File: src/include/fcsi_pkg.sv
// Purpose: Constants for the parallel NOR flash command controller
// Assumes: 200 MHz mclk, x16 flash with 19 address lines
// Notes:   Unlock codes sit in the low byte of data; unlock addresses go on flashAddr
package fcsi_pkg;
    localparam int          ADDR_W      = 19;
    localparam int          DATA_W      = 16;
    localparam int          CLK_PS      = 5000;
    // Write pulse low time, well above the glitch floor
    localparam int          WR_LOW_PS   = 40000;
    localparam int          WR_LOW_CYC  = (WR_LOW_PS + CLK_PS - 1) / CLK_PS;
    // Read cycle time, outGateN held low for RD_CYC cycles
    localparam int          RD_CYC_PS   = 90000;
    localparam int          RD_CYC      = (RD_CYC_PS + CLK_PS - 1) / CLK_PS;
    localparam int          GAP_CYC     = 2;
    localparam logic [18:0] ADDR_UNLK1  = 19'h05555;
    localparam logic [18:0] ADDR_UNLK2  = 19'h02aaa;
    localparam logic [7:0]  CODE_UNLK1  = 8'haa;
    localparam logic [7:0]  CODE_UNLK2  = 8'h55;
    localparam logic [7:0]  CODE_PROG   = 8'ha0;
    localparam logic [7:0]  CODE_ERASE  = 8'h80;
    localparam logic [7:0]  CODE_SECT   = 8'h30;
    localparam logic [7:0]  CODE_BLOCK  = 8'h50;
    localparam logic [7:0]  CODE_CHIP   = 8'h10;
    localparam logic [7:0]  CODE_IDENT  = 8'h90;
    localparam logic [7:0]  CODE_QUERY  = 8'h98;
    localparam logic [7:0]  CODE_EXIT   = 8'hf0;
    localparam int          SECT_LSB    = 11;
    localparam int          BLOCK_LSB   = 15;
    localparam int          TOGGLE_BIT  = 6;
    localparam int          POLL_BIT    = 7;
    // Host command codes on cmdOp
    localparam logic [2:0]  OP_READ     = 3'h0;
    localparam logic [2:0]  OP_PROG     = 3'h1;
    localparam logic [2:0]  OP_SECT     = 3'h2;
    localparam logic [2:0]  OP_BLOCK    = 3'h3;
    localparam logic [2:0]  OP_CHIP     = 3'h4;
    localparam logic [2:0]  OP_IDENT    = 3'h5;
    localparam logic [2:0]  OP_QUERY    = 3'h6;
    localparam logic [2:0]  OP_EXIT     = 3'h7;
endpackage

File: src/verilog/fcsi_host.sv
// Purpose: Host controller driving the flash pins for reads and commands
// Assumes: Flash data inputs synchronous to mclk; one request at a time
// Notes:   Busy waits by toggle-bit polling until bit 6 (TOGGLE_BIT) of two successive reads agrees

module fcsi_host #(
    parameter int WR_LOW = fcsi_pkg::WR_LOW_CYC,
    parameter int RD_LEN = fcsi_pkg::RD_CYC
) (
    input  wire logic        mclk,
    input  wire logic        srst,
    input  wire logic        cmdValid,
    input  wire logic [2:0]  cmdOp,
    input  wire logic [18:0] cmdAddr,
    input  wire logic [15:0] cmdData,
    output logic             cmdReady,
    output logic             rspValid,
    output logic [15:0]      rspData,
    output logic [18:0]      flashAddr,
    output logic             chipSelN,
    output logic             writeStrobeN,
    output logic             outGateN,
    input  wire logic [15:0] dataLinesIn,
    output logic [15:0]      dataLinesOut,
    output logic             dataLinesOeN
);
    if (WR_LOW < 2 || RD_LEN < 2 ||
        WR_LOW > 255 || RD_LEN > 255) begin : g_badTiming
        $error("Timing parameters out of range");
    end

    typedef enum logic [2:0] {
        FCSI_IDLE, FCSI_WSET, FCSI_WLOW, FCSI_WHOLD, FCSI_RLOW, FCSI_RGAP
    } fcsi_state_t;

    // Address and data word of the n-th write of a sequence
    function automatic logic [34:0] seqWord(input logic [2:0] op,
                                            input logic [2:0] idx,
                                            input logic [18:0] a,
                                            input logic [15:0] d);
        logic [18:0] wa;
        logic [15:0] wd;
        wa = fcsi_pkg::ADDR_UNLK1;
        wd = {8'h00, fcsi_pkg::CODE_UNLK1};
        case (idx)
            3'h1: begin
                wa = fcsi_pkg::ADDR_UNLK2;
                wd = {8'h00, fcsi_pkg::CODE_UNLK2};
            end
            3'h2: begin
                case (op)
                    fcsi_pkg::OP_PROG:  wd = {8'h00, fcsi_pkg::CODE_PROG};
                    fcsi_pkg::OP_IDENT: wd = {8'h00, fcsi_pkg::CODE_IDENT};
                    fcsi_pkg::OP_QUERY: wd = {8'h00, fcsi_pkg::CODE_QUERY};
                    default:            wd = {8'h00, fcsi_pkg::CODE_ERASE};
                endcase
            end
            3'h3: begin
                if (op == fcsi_pkg::OP_PROG) begin
                    wa = a;
                    wd = d;
                end
            end
            3'h4: begin
                wa = fcsi_pkg::ADDR_UNLK2;
                wd = {8'h00, fcsi_pkg::CODE_UNLK2};
            end
            3'h5: begin
                case (op)
                    fcsi_pkg::OP_SECT: begin
                        wa = {a[18:fcsi_pkg::SECT_LSB], 11'h000};
                        wd = {8'h00, fcsi_pkg::CODE_SECT};
                    end
                    fcsi_pkg::OP_BLOCK: begin
                        wa = {a[18:fcsi_pkg::BLOCK_LSB], 15'h0000};
                        wd = {8'h00, fcsi_pkg::CODE_BLOCK};
                    end
                    default: wd = {8'h00, fcsi_pkg::CODE_CHIP};
                endcase
            end
            default: ;
        endcase
        if (op == fcsi_pkg::OP_EXIT)
            wd = {8'h00, fcsi_pkg::CODE_EXIT};
        return {wa, wd};
    endfunction

    function automatic logic [2:0] seqLen(input logic [2:0] op);
        case (op)
            fcsi_pkg::OP_EXIT:  return 3'h1;
            fcsi_pkg::OP_PROG:  return 3'h4;
            fcsi_pkg::OP_IDENT,
            fcsi_pkg::OP_QUERY: return 3'h3;
            default:            return 3'h6;
        endcase
    endfunction

    // ------------------------------------------------------------------
    // Sequencer
    // ------------------------------------------------------------------
    fcsi_state_t state_r, state_nxt;
    logic [2:0]  op_r, op_nxt, idx_r, idx_nxt;
    logic [18:0] addr_r, addr_nxt, fAddr_r, fAddr_nxt;
    logic [15:0] wdat_r, wdat_nxt, dOut_r, dOut_nxt;
    logic [15:0] last_r, last_nxt, rsp_r, rsp_nxt;
    logic [7:0]  cnt_r, cnt_nxt;
    logic        poll_r, poll_nxt, havePrev_r, havePrev_nxt;
    logic        cs_r, cs_nxt, we_r, we_nxt, oe_r, oe_nxt, dOe_r, dOe_nxt;
    logic        rdy_r, rdy_nxt, rv_r, rv_nxt;
    logic [34:0] sw;

    always_comb begin
        state_nxt = state_r;
        op_nxt = op_r;
        idx_nxt = idx_r;
        addr_nxt = addr_r;
        wdat_nxt = wdat_r;
        fAddr_nxt = fAddr_r;
        dOut_nxt = dOut_r;
        last_nxt = last_r;
        rsp_nxt = rsp_r;
        cnt_nxt = cnt_r;
        poll_nxt = poll_r;
        havePrev_nxt = havePrev_r;
        cs_nxt = cs_r;
        we_nxt = we_r;
        oe_nxt = oe_r;
        dOe_nxt = dOe_r;
        rdy_nxt = 1'b0;
        rv_nxt = 1'b0;
        sw = seqWord(op_r, idx_r, addr_r, wdat_r);
        case (state_r)
            FCSI_IDLE: begin
                cs_nxt = 1'b1;
                oe_nxt = 1'b1;
                we_nxt = 1'b1;
                dOe_nxt = 1'b1;
                rdy_nxt = 1'b1;
                if (cmdValid && rdy_r) begin
                    rdy_nxt = 1'b0;
                    op_nxt = cmdOp;
                    addr_nxt = cmdAddr;
                    wdat_nxt = cmdData;
                    idx_nxt = 3'h0;
                    havePrev_nxt = 1'b0;
                    cnt_nxt = 8'(RD_LEN);
                    if (cmdOp == fcsi_pkg::OP_READ) begin
                        poll_nxt = 1'b0;
                        fAddr_nxt = cmdAddr;
                        cs_nxt = 1'b0;
                        oe_nxt = 1'b0;
                        state_nxt = FCSI_RLOW;
                    end else begin
                        state_nxt = FCSI_WSET;
                    end
                end
            end
            FCSI_WSET: begin
                fAddr_nxt = sw[34:16];
                dOut_nxt = sw[15:0];
                cs_nxt = 1'b0;
                oe_nxt = 1'b1;
                dOe_nxt = 1'b0;
                cnt_nxt = 8'(WR_LOW);
                state_nxt = FCSI_WLOW;
                we_nxt = 1'b0;
            end
            FCSI_WLOW: begin
                cnt_nxt = cnt_r - 8'h01;
                if (cnt_r == 8'h01) begin
                    we_nxt = 1'b1;
                    cnt_nxt = 8'(fcsi_pkg::GAP_CYC);
                    state_nxt = FCSI_WHOLD;
                end
            end
            FCSI_WHOLD: begin
                cnt_nxt = cnt_r - 8'h01;
                if (cnt_r == 8'h01) begin
                    cs_nxt = 1'b1;
                    dOe_nxt = 1'b1;
                    if (idx_r + 3'h1 < seqLen(op_r)) begin
                        idx_nxt = idx_r + 3'h1;
                        state_nxt = FCSI_WSET;
                    end else if (op_r == fcsi_pkg::OP_PROG ||
                                 op_r == fcsi_pkg::OP_SECT ||
                                 op_r == fcsi_pkg::OP_BLOCK ||
                                 op_r == fcsi_pkg::OP_CHIP) begin
                        poll_nxt = 1'b1;
                        fAddr_nxt = sw[34:16];
                        cnt_nxt = 8'(RD_LEN);
                        state_nxt = FCSI_RGAP;
                    end else begin
                        cnt_nxt = 8'(RD_LEN);
                        state_nxt = FCSI_RGAP;
                        poll_nxt = 1'b0;
                        rsp_nxt = 16'h0000;
                    end
                end
            end
            FCSI_RLOW: begin
                cnt_nxt = cnt_r - 8'h01;
                if (cnt_r == 8'h01) begin
                    cs_nxt = 1'b1;
                    oe_nxt = 1'b1;
                    last_nxt = dataLinesIn;
                    havePrev_nxt = 1'b1;
                    cnt_nxt = 8'(fcsi_pkg::GAP_CYC);
                    state_nxt = FCSI_RGAP;
                    if (!poll_r) begin
                        rsp_nxt = dataLinesIn;
                        rv_nxt = 1'b1;
                        state_nxt = FCSI_IDLE;
                    end else if (havePrev_r &&
                                 dataLinesIn[fcsi_pkg::TOGGLE_BIT] ==
                                 last_r[fcsi_pkg::TOGGLE_BIT]) begin
                        rsp_nxt = dataLinesIn;
                        rv_nxt = 1'b1;
                        state_nxt = FCSI_IDLE;
                    end
                end
            end
            FCSI_RGAP: begin
                cnt_nxt = cnt_r - 8'h01;
                if (cnt_r == 8'h01) begin
                    if (poll_r) begin
                        cs_nxt = 1'b0;
                        oe_nxt = 1'b0;
                        cnt_nxt = 8'(RD_LEN);
                        state_nxt = FCSI_RLOW;
                    end else begin
                        rv_nxt = 1'b1;
                        state_nxt = FCSI_IDLE;
                    end
                end
            end
            default: state_nxt = FCSI_IDLE;
        endcase
    end

    always_ff @(posedge mclk) begin
        if (srst) begin
            state_r <= FCSI_IDLE;
            op_r <= 3'h0;
            idx_r <= 3'h0;
            addr_r <= 19'h00000;
            wdat_r <= 16'h0000;
            fAddr_r <= 19'h00000;
            dOut_r <= 16'h0000;
            last_r <= 16'h0000;
            rsp_r <= 16'h0000;
            cnt_r <= 8'h00;
            poll_r <= 1'b0;
            havePrev_r <= 1'b0;
            cs_r <= 1'b1;
            we_r <= 1'b1;
            oe_r <= 1'b1;
            dOe_r <= 1'b1;
            rdy_r <= 1'b0;
            rv_r <= 1'b0;
        end else begin
            state_r <= state_nxt;
            op_r <= op_nxt;
            idx_r <= idx_nxt;
            addr_r <= addr_nxt;
            wdat_r <= wdat_nxt;
            fAddr_r <= fAddr_nxt;
            dOut_r <= dOut_nxt;
            last_r <= last_nxt;
            rsp_r <= rsp_nxt;
            cnt_r <= cnt_nxt;
            poll_r <= poll_nxt;
            havePrev_r <= havePrev_nxt;
            cs_r <= cs_nxt;
            we_r <= we_nxt;
            oe_r <= oe_nxt;
            dOe_r <= dOe_nxt;
            rdy_r <= rdy_nxt;
            rv_r <= rv_nxt;
        end
    end

    assign cmdReady     = rdy_r;
    assign rspValid     = rv_r;
    assign rspData      = rsp_r;
    assign flashAddr    = fAddr_r;
    assign chipSelN     = cs_r;
    assign writeStrobeN = we_r;
    assign outGateN     = oe_r;
    assign dataLinesOut = dOut_r;
    assign dataLinesOeN = dOe_r;
endmodule // fcsi_host

File: config.mk
export PLATFORM = sky130hd
export DESIGN_NAME = fcsi_host
export DESIGN_NICKNAME = d
export VERILOG_FILES = /design/src/include/fcsi_pkg.sv /design/src/verilog/fcsi_host.sv
export SDC_FILE = /design/constraint.sdc
export NUM_CORES = 1
export LEC_CHECK = 0
export BUFFER_PORTS_ARGS = -buffer_cell sky130_fd_sc_hd__buf_2
export CAP_MARGIN = 20
export CORE_UTILIZATION = 25
export DETAILED_ROUTE_END_ITERATION = 6
export PLACE_DENSITY = 0.54
export SETUP_SLACK_MARGIN = 0.05
export SLEW_MARGIN = 20
export SYNTH_ARGS = -nofsm -noshare
export SYNTH_HDL_FRONTEND = slang
export SYNTH_SLANG_ARGS = --single-unit
File: constraint.sdc
create_clock -name mclk -period 7.5 [get_ports mclk]
set_clock_uncertainty 0.15 [all_clocks]
set_input_delay 0.75 -clock mclk [delete_from_list [all_inputs] [get_ports mclk]]
set_output_delay 0.75 -clock mclk [all_outputs]
set_load 0.02 [all_outputs]
# ---- Word level (Yosys, flattened, before mapping)
# Index checks and enable logic that the tools add are counted.
dict set report word_totals {
  out_inout_bits 57
  wordCells 157
  reg_bits 118
}
dict set report op_classes {
  n_eq_ne 32
  n_bitwise 1
  n_reduce_logical 33
  magnitude_cmp 1
  add_sub_neg 2
  muxes 70
}
# op n
set ops {}
lappend ops {{$mux 16} 8}
lappend ops {{$mux 19} 6}
lappend ops {{$pmux 19 s3} 2}
lappend ops {{$pmux 16 s4} 1}
lappend ops {{$mux 8} 6}
lappend ops {{$mux 3} 15}
lappend ops {{$pmux 8 s5} 1}
lappend ops {{$pmux 19 s2} 1}
lappend ops {{$pmux 16 s2} 1}
lappend ops {{$eq 3x3->1 const B} 8}
lappend ops {{$ne 2x2->1 const B} 11}
lappend ops {{$eq 3x2->1 const B} 6}
lappend ops {{$pmux 3 s6} 1}
lappend ops {{$pmux 6 s3} 1}
lappend ops {{$mux 1} 17}
lappend ops {{$pmux 7 s2} 1}
lappend ops {{$reduce_and 4->1} 3}
lappend ops {{$reduce_and 6->1} 2}
lappend ops {{$reduce_and 2->1} 5}
lappend ops {{$reduce_and 5->1} 2}
lappend ops {{$reduce_or 2->1} 5}
lappend ops {{$eq 3x1->1 const B} 3}
lappend ops {{$pmux 3 s3} 1}
lappend ops {{$eq 8x1->1 const B} 1}
lappend ops {{19 further kinds} 31}

# ---- Longest topological paths before layout
# Gate-level depths: netlist of run 1.
dict set report depth {
  word_depth 9
  ltp_mapped 11
}

# ---- Least setup slack after synthesis of run 1
# No wires, ideal clock.
dict set report synth_path {
  kind {register -> register}
  startpoint {register idx_r[2]}
  endpoint {register rsp_r[0] (netlist: rspData[0])}
  stages_incl_launch_ff 12
  period_less_slack_ns 2.762
  t_arrival_ns 2.553
  setup_ns 0.059
  setup_slack_ns 4.738
  path_cell_list {dfxtp_1 -> clkbuf_1 -> inv_1 -> ha_1 -> inv_1 -> ha_1 -> a21o_1 -> a31o_2 -> a31o_1 -> a21oi_1 -> buf_2 -> a22o_1}
}
dict set report synth_via {
  elab_chain_len 4
}
# element line_no
set synth_rtl {}
lappend synth_rtl {{from (decl)} fcsi_host.sv:101} ;# logic [2:0] op_r, op_nxt, idx_r, idx_nxt;
lappend synth_rtl {{from (signal assigned)} fcsi_host.sv:262} ;# idx_r <= idx_nxt;
lappend synth_rtl {{$add 3x1->3} fcsi_host.sv:180} ;# if (idx_r + 3'h1 < seqLen(op_r)) begin
lappend synth_rtl {{$lt 3x3->1} fcsi_host.sv:180}
lappend synth_rtl {{$ne 2x2->1 (no source line)} n/a}
lappend synth_rtl {{$reduce_and 6->1 (no source line)} n/a}
lappend synth_rtl {{to (signal assigned)} fcsi_host.sv:268} ;# rsp_r <= rsp_nxt;
lappend synth_rtl {{to (decl)} fcsi_host.sv:104} ;# logic [15:0] last_r, last_nxt, rsp_r, rsp_nxt;
# Every way passes these cells.
# A chain may end at the register's enable or synchronous reset.

# ---- Final worst setup path of run 1
dict set report layout_path {
  startpoint {register idx_r[2]}
  endpoint {register fAddr_r[13] (netlist: flashAddr[13])}
}
dict set report layout_via {
  elab_chain_len 7
  elab_cells_between_ends 14
  classes_between {add/sub (1); order compare (1); eq/ne (5); mux (5); reduce/logical (2)}
}
# element line_no
set layout_rtl {}
lappend layout_rtl {{branches (longest 7 deep; another with $add 3x1->3)} n/a}
lappend layout_rtl {{to (signal assigned)} fcsi_host.sv:265} ;# fAddr_r <= fAddr_nxt;
lappend layout_rtl {{to (decl)} fcsi_host.sv:102} ;# logic [18:0] addr_r, addr_nxt, fAddr_r, fAddr_nxt;
# Several ways; the timed one is not identified. The select of a mux whose other input is x is not followed.

==> results of run 1 <==
## power breakdown
| part | internal [mW] | switching (mW) |
|---|---|---|
| Clock | 0.236 | 0.252 |
| Combinational | 0.158 | 0.273 |
| Sequential | 0.655 | 0.0579 |
## worst max path at each step
| stage | end | cells after the start |
|---|---|---|
| after detailed placement | flashAddr[13] | 9 |
| after floorplan | rspData[0] | 11 |
| after CTS | flashAddr[11] | 9 |
| final | flashAddr[13] | 9 |
| after global routing | flashAddr[11] | 9 |
| after global placement | flashAddr[17] | 9 |
## critical path: cells and delay by family, from the launching register on
kind | cells | cell delay (ns)
AOI/OAI and AO/OA | 4 | 1.38
adders and majority gates | 2 | 0.63
DFF | 1 | 0.52
and+or+nand+nor | 1 | 0.23
buffers and inverters | 2 | 0.16
## area by class of cell
cell class              count  area, um^2  share of cell area
clock inverters             7        75.1              0.0119
repair buffers            120         618              0.0979
multi-input cells         451        2760               0.437
well taps                 270         338              0.0535
clock buffers               9         225              0.0357
flip-flops and latches    112        2240               0.355
inverters                  15        56.3             0.00891
## sequential cells by signal, summed over array words and instances, names as in the netlist
name / flops
chipSelN: 1
poll_r: 1
rspData: 16
addr_r: 19
rspValid: 1
cnt_r: 8
outGateN: 1
cmdReady: 1
op_r: 3
dataLinesOut: 16
flashAddr: 19
last_r: 1
havePrev_r: 1
wdat_r: 16
writeStrobeN: 1
idx_r: 3
dataLinesOeN: 1
state_r: 3
## routing by layer
metal,GRT usage,share of wire
met5,0,0
met4,0.0396,0.014
met3,0.0329,0.055
met2,0.237,0.47
met1,0.180,0.46
## cells by family (layout without fill, tap and decap cells)
group	count (synthesis)	after routing	share of synthesized area
XOR/XNOR	4	4	0.00669
flip-flops	112	112	0.428
AO/OA/AOI/OAI	231	231	0.300
AND/OR/NAND/NOR	202	202	0.185
multiplexers	5	5	0.0103
buffers and inverters	62	151	0.0492
adder cells (fa/ha/maj)	9	9	0.0215
## through the flow
| step | hold slack, ns | instance area, um^2 | instances | total power [mW] | util |
|---|---|---|---|---|---|
| 3_3_place_gp | 0.291 | 6010 | 968 | 1.16 | 0.295 |
| 6_report | 0.304 | 6320 | 984 | 1.63 | 0.310 |
| 5_1_grt | 0.325 | 6320 | 984 | 1.72 | 0.310 |
| 2_1_floorplan | 0.283 | 5240 | 625 | 1.02 | - |
| 3_5_place_dp | 0.294 | 6010 | 968 | 1.16 | 0.295 |
| 4_1_cts | 0.305 | 6310 | 984 | 1.65 | 0.310 |
## cells in the final DEF (no fill, tap or decap), types with 6 or more instances in the layout
| master | count |
|---|---|
| nand2b_1 | 9 |
| a31oi_1 | 6 |
| o41ai_2 | 6 |
| o21ai_1 | 18 |
| buf_4 | 7 |
| o211ai_1 | 7 |
| a22oi_1 | 12 |
| clkbuf_16 | 9 |
| ha_1 | 9 |
| o21ai_0 | 17 |
| nor2_1 | 32 |
| nand3_1 | 10 |
| nor3_1 | 8 |
| buf_2 | 113 |
| inv_1 | 15 |
| a21oi_1 | 85 |
| dfxtp_1 | 112 |
| a22o_1 | 16 |
| o2111ai_1 | 6 |
| a211oi_1 | 15 |
| nand2_1 | 103 |
==> flow_summary.yaml, run 1 <==
sta:
  hold_viol: 0
  period_share: 0.420
  setup_viol: 0
  fin_ws_ns: 4.35
  fin_setup_tns_ns: 0
  finalCriticalPeriod_ns: 3.15
  worst_slew_pin_slew_ns: 1.02
  rsz0062_at_grt: "false"
  fmax_ghz: 0.318
  slew_headroom: 0.323
  slew_viol_final: 0
final_layout:
  drive_gt1_frac: 0.220
  areaGrowthSynthToFinish_pct: 20.6
  fillers: 2208
  diodes: 0
  final_nets: 775
route:
  dr.pass1.iters: 5
  post_drt_wl_per_cell_um: 15.5
  ant_nets: 0
  num_vias: 4845
  first_iter_violations: 282
  vias_per_cell: 4.92
  drc: 0
  routed_wl_um: 15300
clock_tree:
  post_cts_buffers: 0
  clock_latency_ns: 0.36
  cts_tree: "done"
  clockBufferDepth: 2
  path_clk_slew_ns: 0.08
  cts_resized: 0
  htreeDepth: 3
  cts_hold_buf: 0
  root_buffer: "clkbuf_16"
  cts_buffers: 9
  clock-sinks: 112
logic_synthesis:
  ys_top_cells_by_count: "dfxtp_1, nand2_1, a21oi_1"
  ys.flop_type: "dfxtp_1"
  yosys.cell_types.count: 74
  synth_top_area_frac: 0.428
  syn_area_mm2: 0.00524
  seq_area_frac_synth: 0.428
  syn_inst: 625
  synth_edf_count: 0
  synthTopCellsByArea: "dfxtp_1, a21oi_1, nand2_1"
  syn_avg_cell_area_um2: 8.38
  yosysWarnings: 0
  ys_ff_latch: 112
  syn_nets: 691
  synthArstFlopShare: 0
  synth.most_common_cell: "dfxtp_1"
  synth_largest_area_cell: "dfxtp_1"
critical_path:
  regToRegEndpoint: "flashAddr[13]"
  r2r-start: "idx_r[2]"
  rrSetupSlack_ns: 4.35
  end_kind: "flip-flop"
  arrival_ns: 3.26
  worstPathCellList: "inv_1, ha_1, inv_1, ha_1, a21o_1, a31oi_1, o31a_1, nor2_1, a211oi_1"
  r2r_cells: 9
  cpPeakStageDelay_ns: 0.53
  critPathLaunchType: "flip-flop"
  worstSetupStartpoint: "idx_r[2]"
  cp_max_fo: 12
  required_ns: 7.62
  cp_slowest_cell: "o31a_1"
  critPathKind: "reg -> reg"
power_and_ir_drop:
  irDropWorstVdd_mv: 0.121
  cellPowerDensity_mw_per_mm2: 258
  power_leakage_nw: 2.48
placement:
  io_buffers: 113
  dp_hpwl_um: 10400
  gp_congestion: 0.787
  pre_cts_ws_ns: 4.38
status:
  status: "finished, final reports clean"
global_routing:
  overflow: 0
  grt_pass1_wl_um: 24200
  grt_start_max_net_pins: 91
  grt_pass1_vias: 4466
  antenna_found_initial: 0
  grt.total_usage: 0.141
die:
  num_rows: 52
  initial_utilization: 0.257
  die_h_um: 147
  dieArea_mm2: 0.0215
  pin_count: 114
  core_area_mm2: 0.0204
  dieWidth_um: 147
worst_hold_path:
  hold_path_depth: 2
  holdCritPathClass: "reg -> reg"
  whs_endpoint: "addr_r[8]"
  hold_start: "addr_r[8]"
flow_run:
  cap_violations: 0
Note: power is estimated with default switching activity, not from simulation.
==> run 2: changes to the inputs <==
==> constraint.sdc (replaced) <==
create_clock -name mclk -period 2.9 [get_ports mclk]
set_clock_uncertainty 0.15 [all_clocks]
set_input_delay 0.29 -clock mclk [delete_from_list [all_inputs] [get_ports mclk]]
set_output_delay 0.29 -clock mclk [all_outputs]
set_load 0.02 [all_outputs]
==> run 2 against run 1 <==
Compared with the run above:
- non-clock buffer count up 49
- clock power rose to 2.5 times the previous value
- global-route usage is 0.65 points higher
- power grew to 2.6 times the previous value
- highest routed layer unchanged
- critical endpoint is now cnt_r[2]
- largest cell class unchanged
==> flow_summary.yaml, run 2 (synthesis gave the netlist of run 1 again) <==
final_layout:
  areaGrowthSynthToFinish_pct: 28.3
  fillers: 2155
  layout.cells.non_filler: 1033
  diodes: 0
  layout_common_cells: "buf_2, dfxtp_1, nand2_1"
  register_area_mm2: 0.00224
  post-route-util: 0.330
  multi_input_area_mm2: 0.00275
  final_nets: 824
  drive_gt1_frac: 0.244
  final_common_cell: "buf_2"
global_routing:
  grt_start_max_net_pins: 44
  grt.total_usage: 0.148
  antenna_found_initial: 0
  overflow: 0
  grt_pass1_vias: 4770
  grt_pass1_wl_um: 25300
placement:
  io_buffers: 113
  pre_cts_ws_ns: 0.152
  dp_cells: 995
  gp_congestion: 0.783
  dp_hpwl_um: 11000
route:
  post_drt_wl_per_cell_um: 15.2
  first_iter_violations: 235
  ant_nets: 0
  vias_per_cell: 4.81
  num_vias: 4969
  dr.pass1.iters: 4
  routed_wl_um: 15700
  drc: 0
critical_path:
  worstSetupStartpoint: "idx_r[0]"
  critPathLaunchType: "flip-flop"
  r2r_cells: 8
  rrSetupSlack_ns: 0.19
  critPathKind: "reg -> reg"
  end_kind: "flip-flop"
  path_common_cell: "ha_1"
  regToRegEndpoint: "cnt_r[2]"
  required_ns: 3.04
  worstPathCellList: "inv_1, ha_1, ha_1, or4b_1, o311a_1, a311o_2, o22ai_1, o2bb2ai_1"
  cp_max_fo: 6
  cp_slowest_cell: "or4b_1"
  cpPeakStageDelay_ns: 0.51
  r2r-start: "idx_r[0]"
  arrival_ns: 2.86
status:
  status: "finished, final reports clean"
sta:
  fmax_ghz: 0.368
  period_share: 0.936
  rsz0062_at_grt: "false"
  slew_headroom: 0.495
  hold_viol: 0
  fin_ws_ns: 0.186
  setup_viol: 0
  finalCriticalPeriod_ns: 2.71
  worst_slew_pin_slew_ns: 0.757
  fin_setup_tns_ns: 0
  slew_viol_final: 0
worst_hold_path:
  whs_endpoint: "wdat_r[8]"
  hold_path_depth: 3
  hold_start: "cmdData[8]"
  holdCritPathClass: "in -> reg"
die:
  dieWidth_um: 147
  num_rows: 52
  initial_utilization: 0.257
  die_h_um: 147
  dieArea_mm2: 0.0215
  core_area_mm2: 0.0204
  pin_count: 114
clock_tree:
  post_cts_buffers: 0
  path_clk_slew_ns: 0.08
  clockBufferDepth: 2
  cts_tree: "done"
  cts_buffers: 9
  clock-sinks: 112
  clock_latency_ns: 0.36
  htreeDepth: 3
  root_buffer: "clkbuf_16"
flow_run:
  cap_violations: 0
power_and_ir_drop:
  power_leakage_nw: 2.70
  cellPowerDensity_mw_per_mm2: 637
  irDropWorstVdd_mv: 0.319
run 2: cell types whose count changed in the layout (fill, tap and decap cells not counted), moves of 2 or more:
cell           change
buf_4             +27
dlygate4sd3_1     +22
dfxtp_1            -2
dfxtp_2            +2
run 2: where the power goes:
group          internal (mW)  switching (mW)  total, mW  leakage [nW]
combinational          0.474           0.738       1.21          1.64
sequential              1.69           0.140       1.83         0.911
clock                  0.602           0.634       1.24         0.141
run 2: per-layer routing:
layer,vias up,GRT usage,routed length [um]
li1,2545,-,-
met1,2303,0.195,7520
met2,111,0.241,7210
met3,10,0.0373,815
met4,0,0.0333,131
met5,-,0,0
run 2: area by class of cell:
cell class | instances | area share
multi-input cells | 451 | 0.409
flip-flops and latches | 112 | 0.334
repair buffers | 169 | 0.155
well taps | 270 | 0.0503
clock buffers | 9 | 0.0335
clock inverters | 7 | 0.00987
inverters | 15 | 0.00838
run 2: per-stage QoR:
step           hold WS, ns  total power, mW  cell area, um^2
6_report            0.0112             4.28             6720
5_1_grt            0.00448             4.53             6720
4_1_cts           0.000407             4.33             6720
3_5_place_dp         0.295             3.06             6200
3_3_place_gp         0.290             3.06             6200
2_1_floorplan        0.273             2.65             5240
run 2: how the worst max path moves through the flow:
stage                     cells after the start    endpoint  slack, ns
final                                         8    cnt_r[2]       0.19
after global routing                          8    cnt_r[2]       0.06
after CTS                                     8    cnt_r[2]       0.12
after detailed placement                      8    cnt_r[2]       0.15
after global placement                        8    cnt_r[2]       0.21
after floorplan                              11  rspData[0]       0.14
run 2: what timing repair did:
item	4_1_cts	5_1_grt
hold endpoints to repair	22	0
hold buffers	22	0
gates resized for setup	0	3
endpoints found under the setup margin	0	8
run 2: worst max-delay path, delay by kind of cell (launching register included):
kind	cells	cell delay, ns
AND/OR/NAND/NOR	1	0.51
buffers and inverters	1	0.09
AO/OA/AOI/OAI	4	0.85
flip-flops	1	0.38
adder cells (fa/ha/maj)	2	0.67
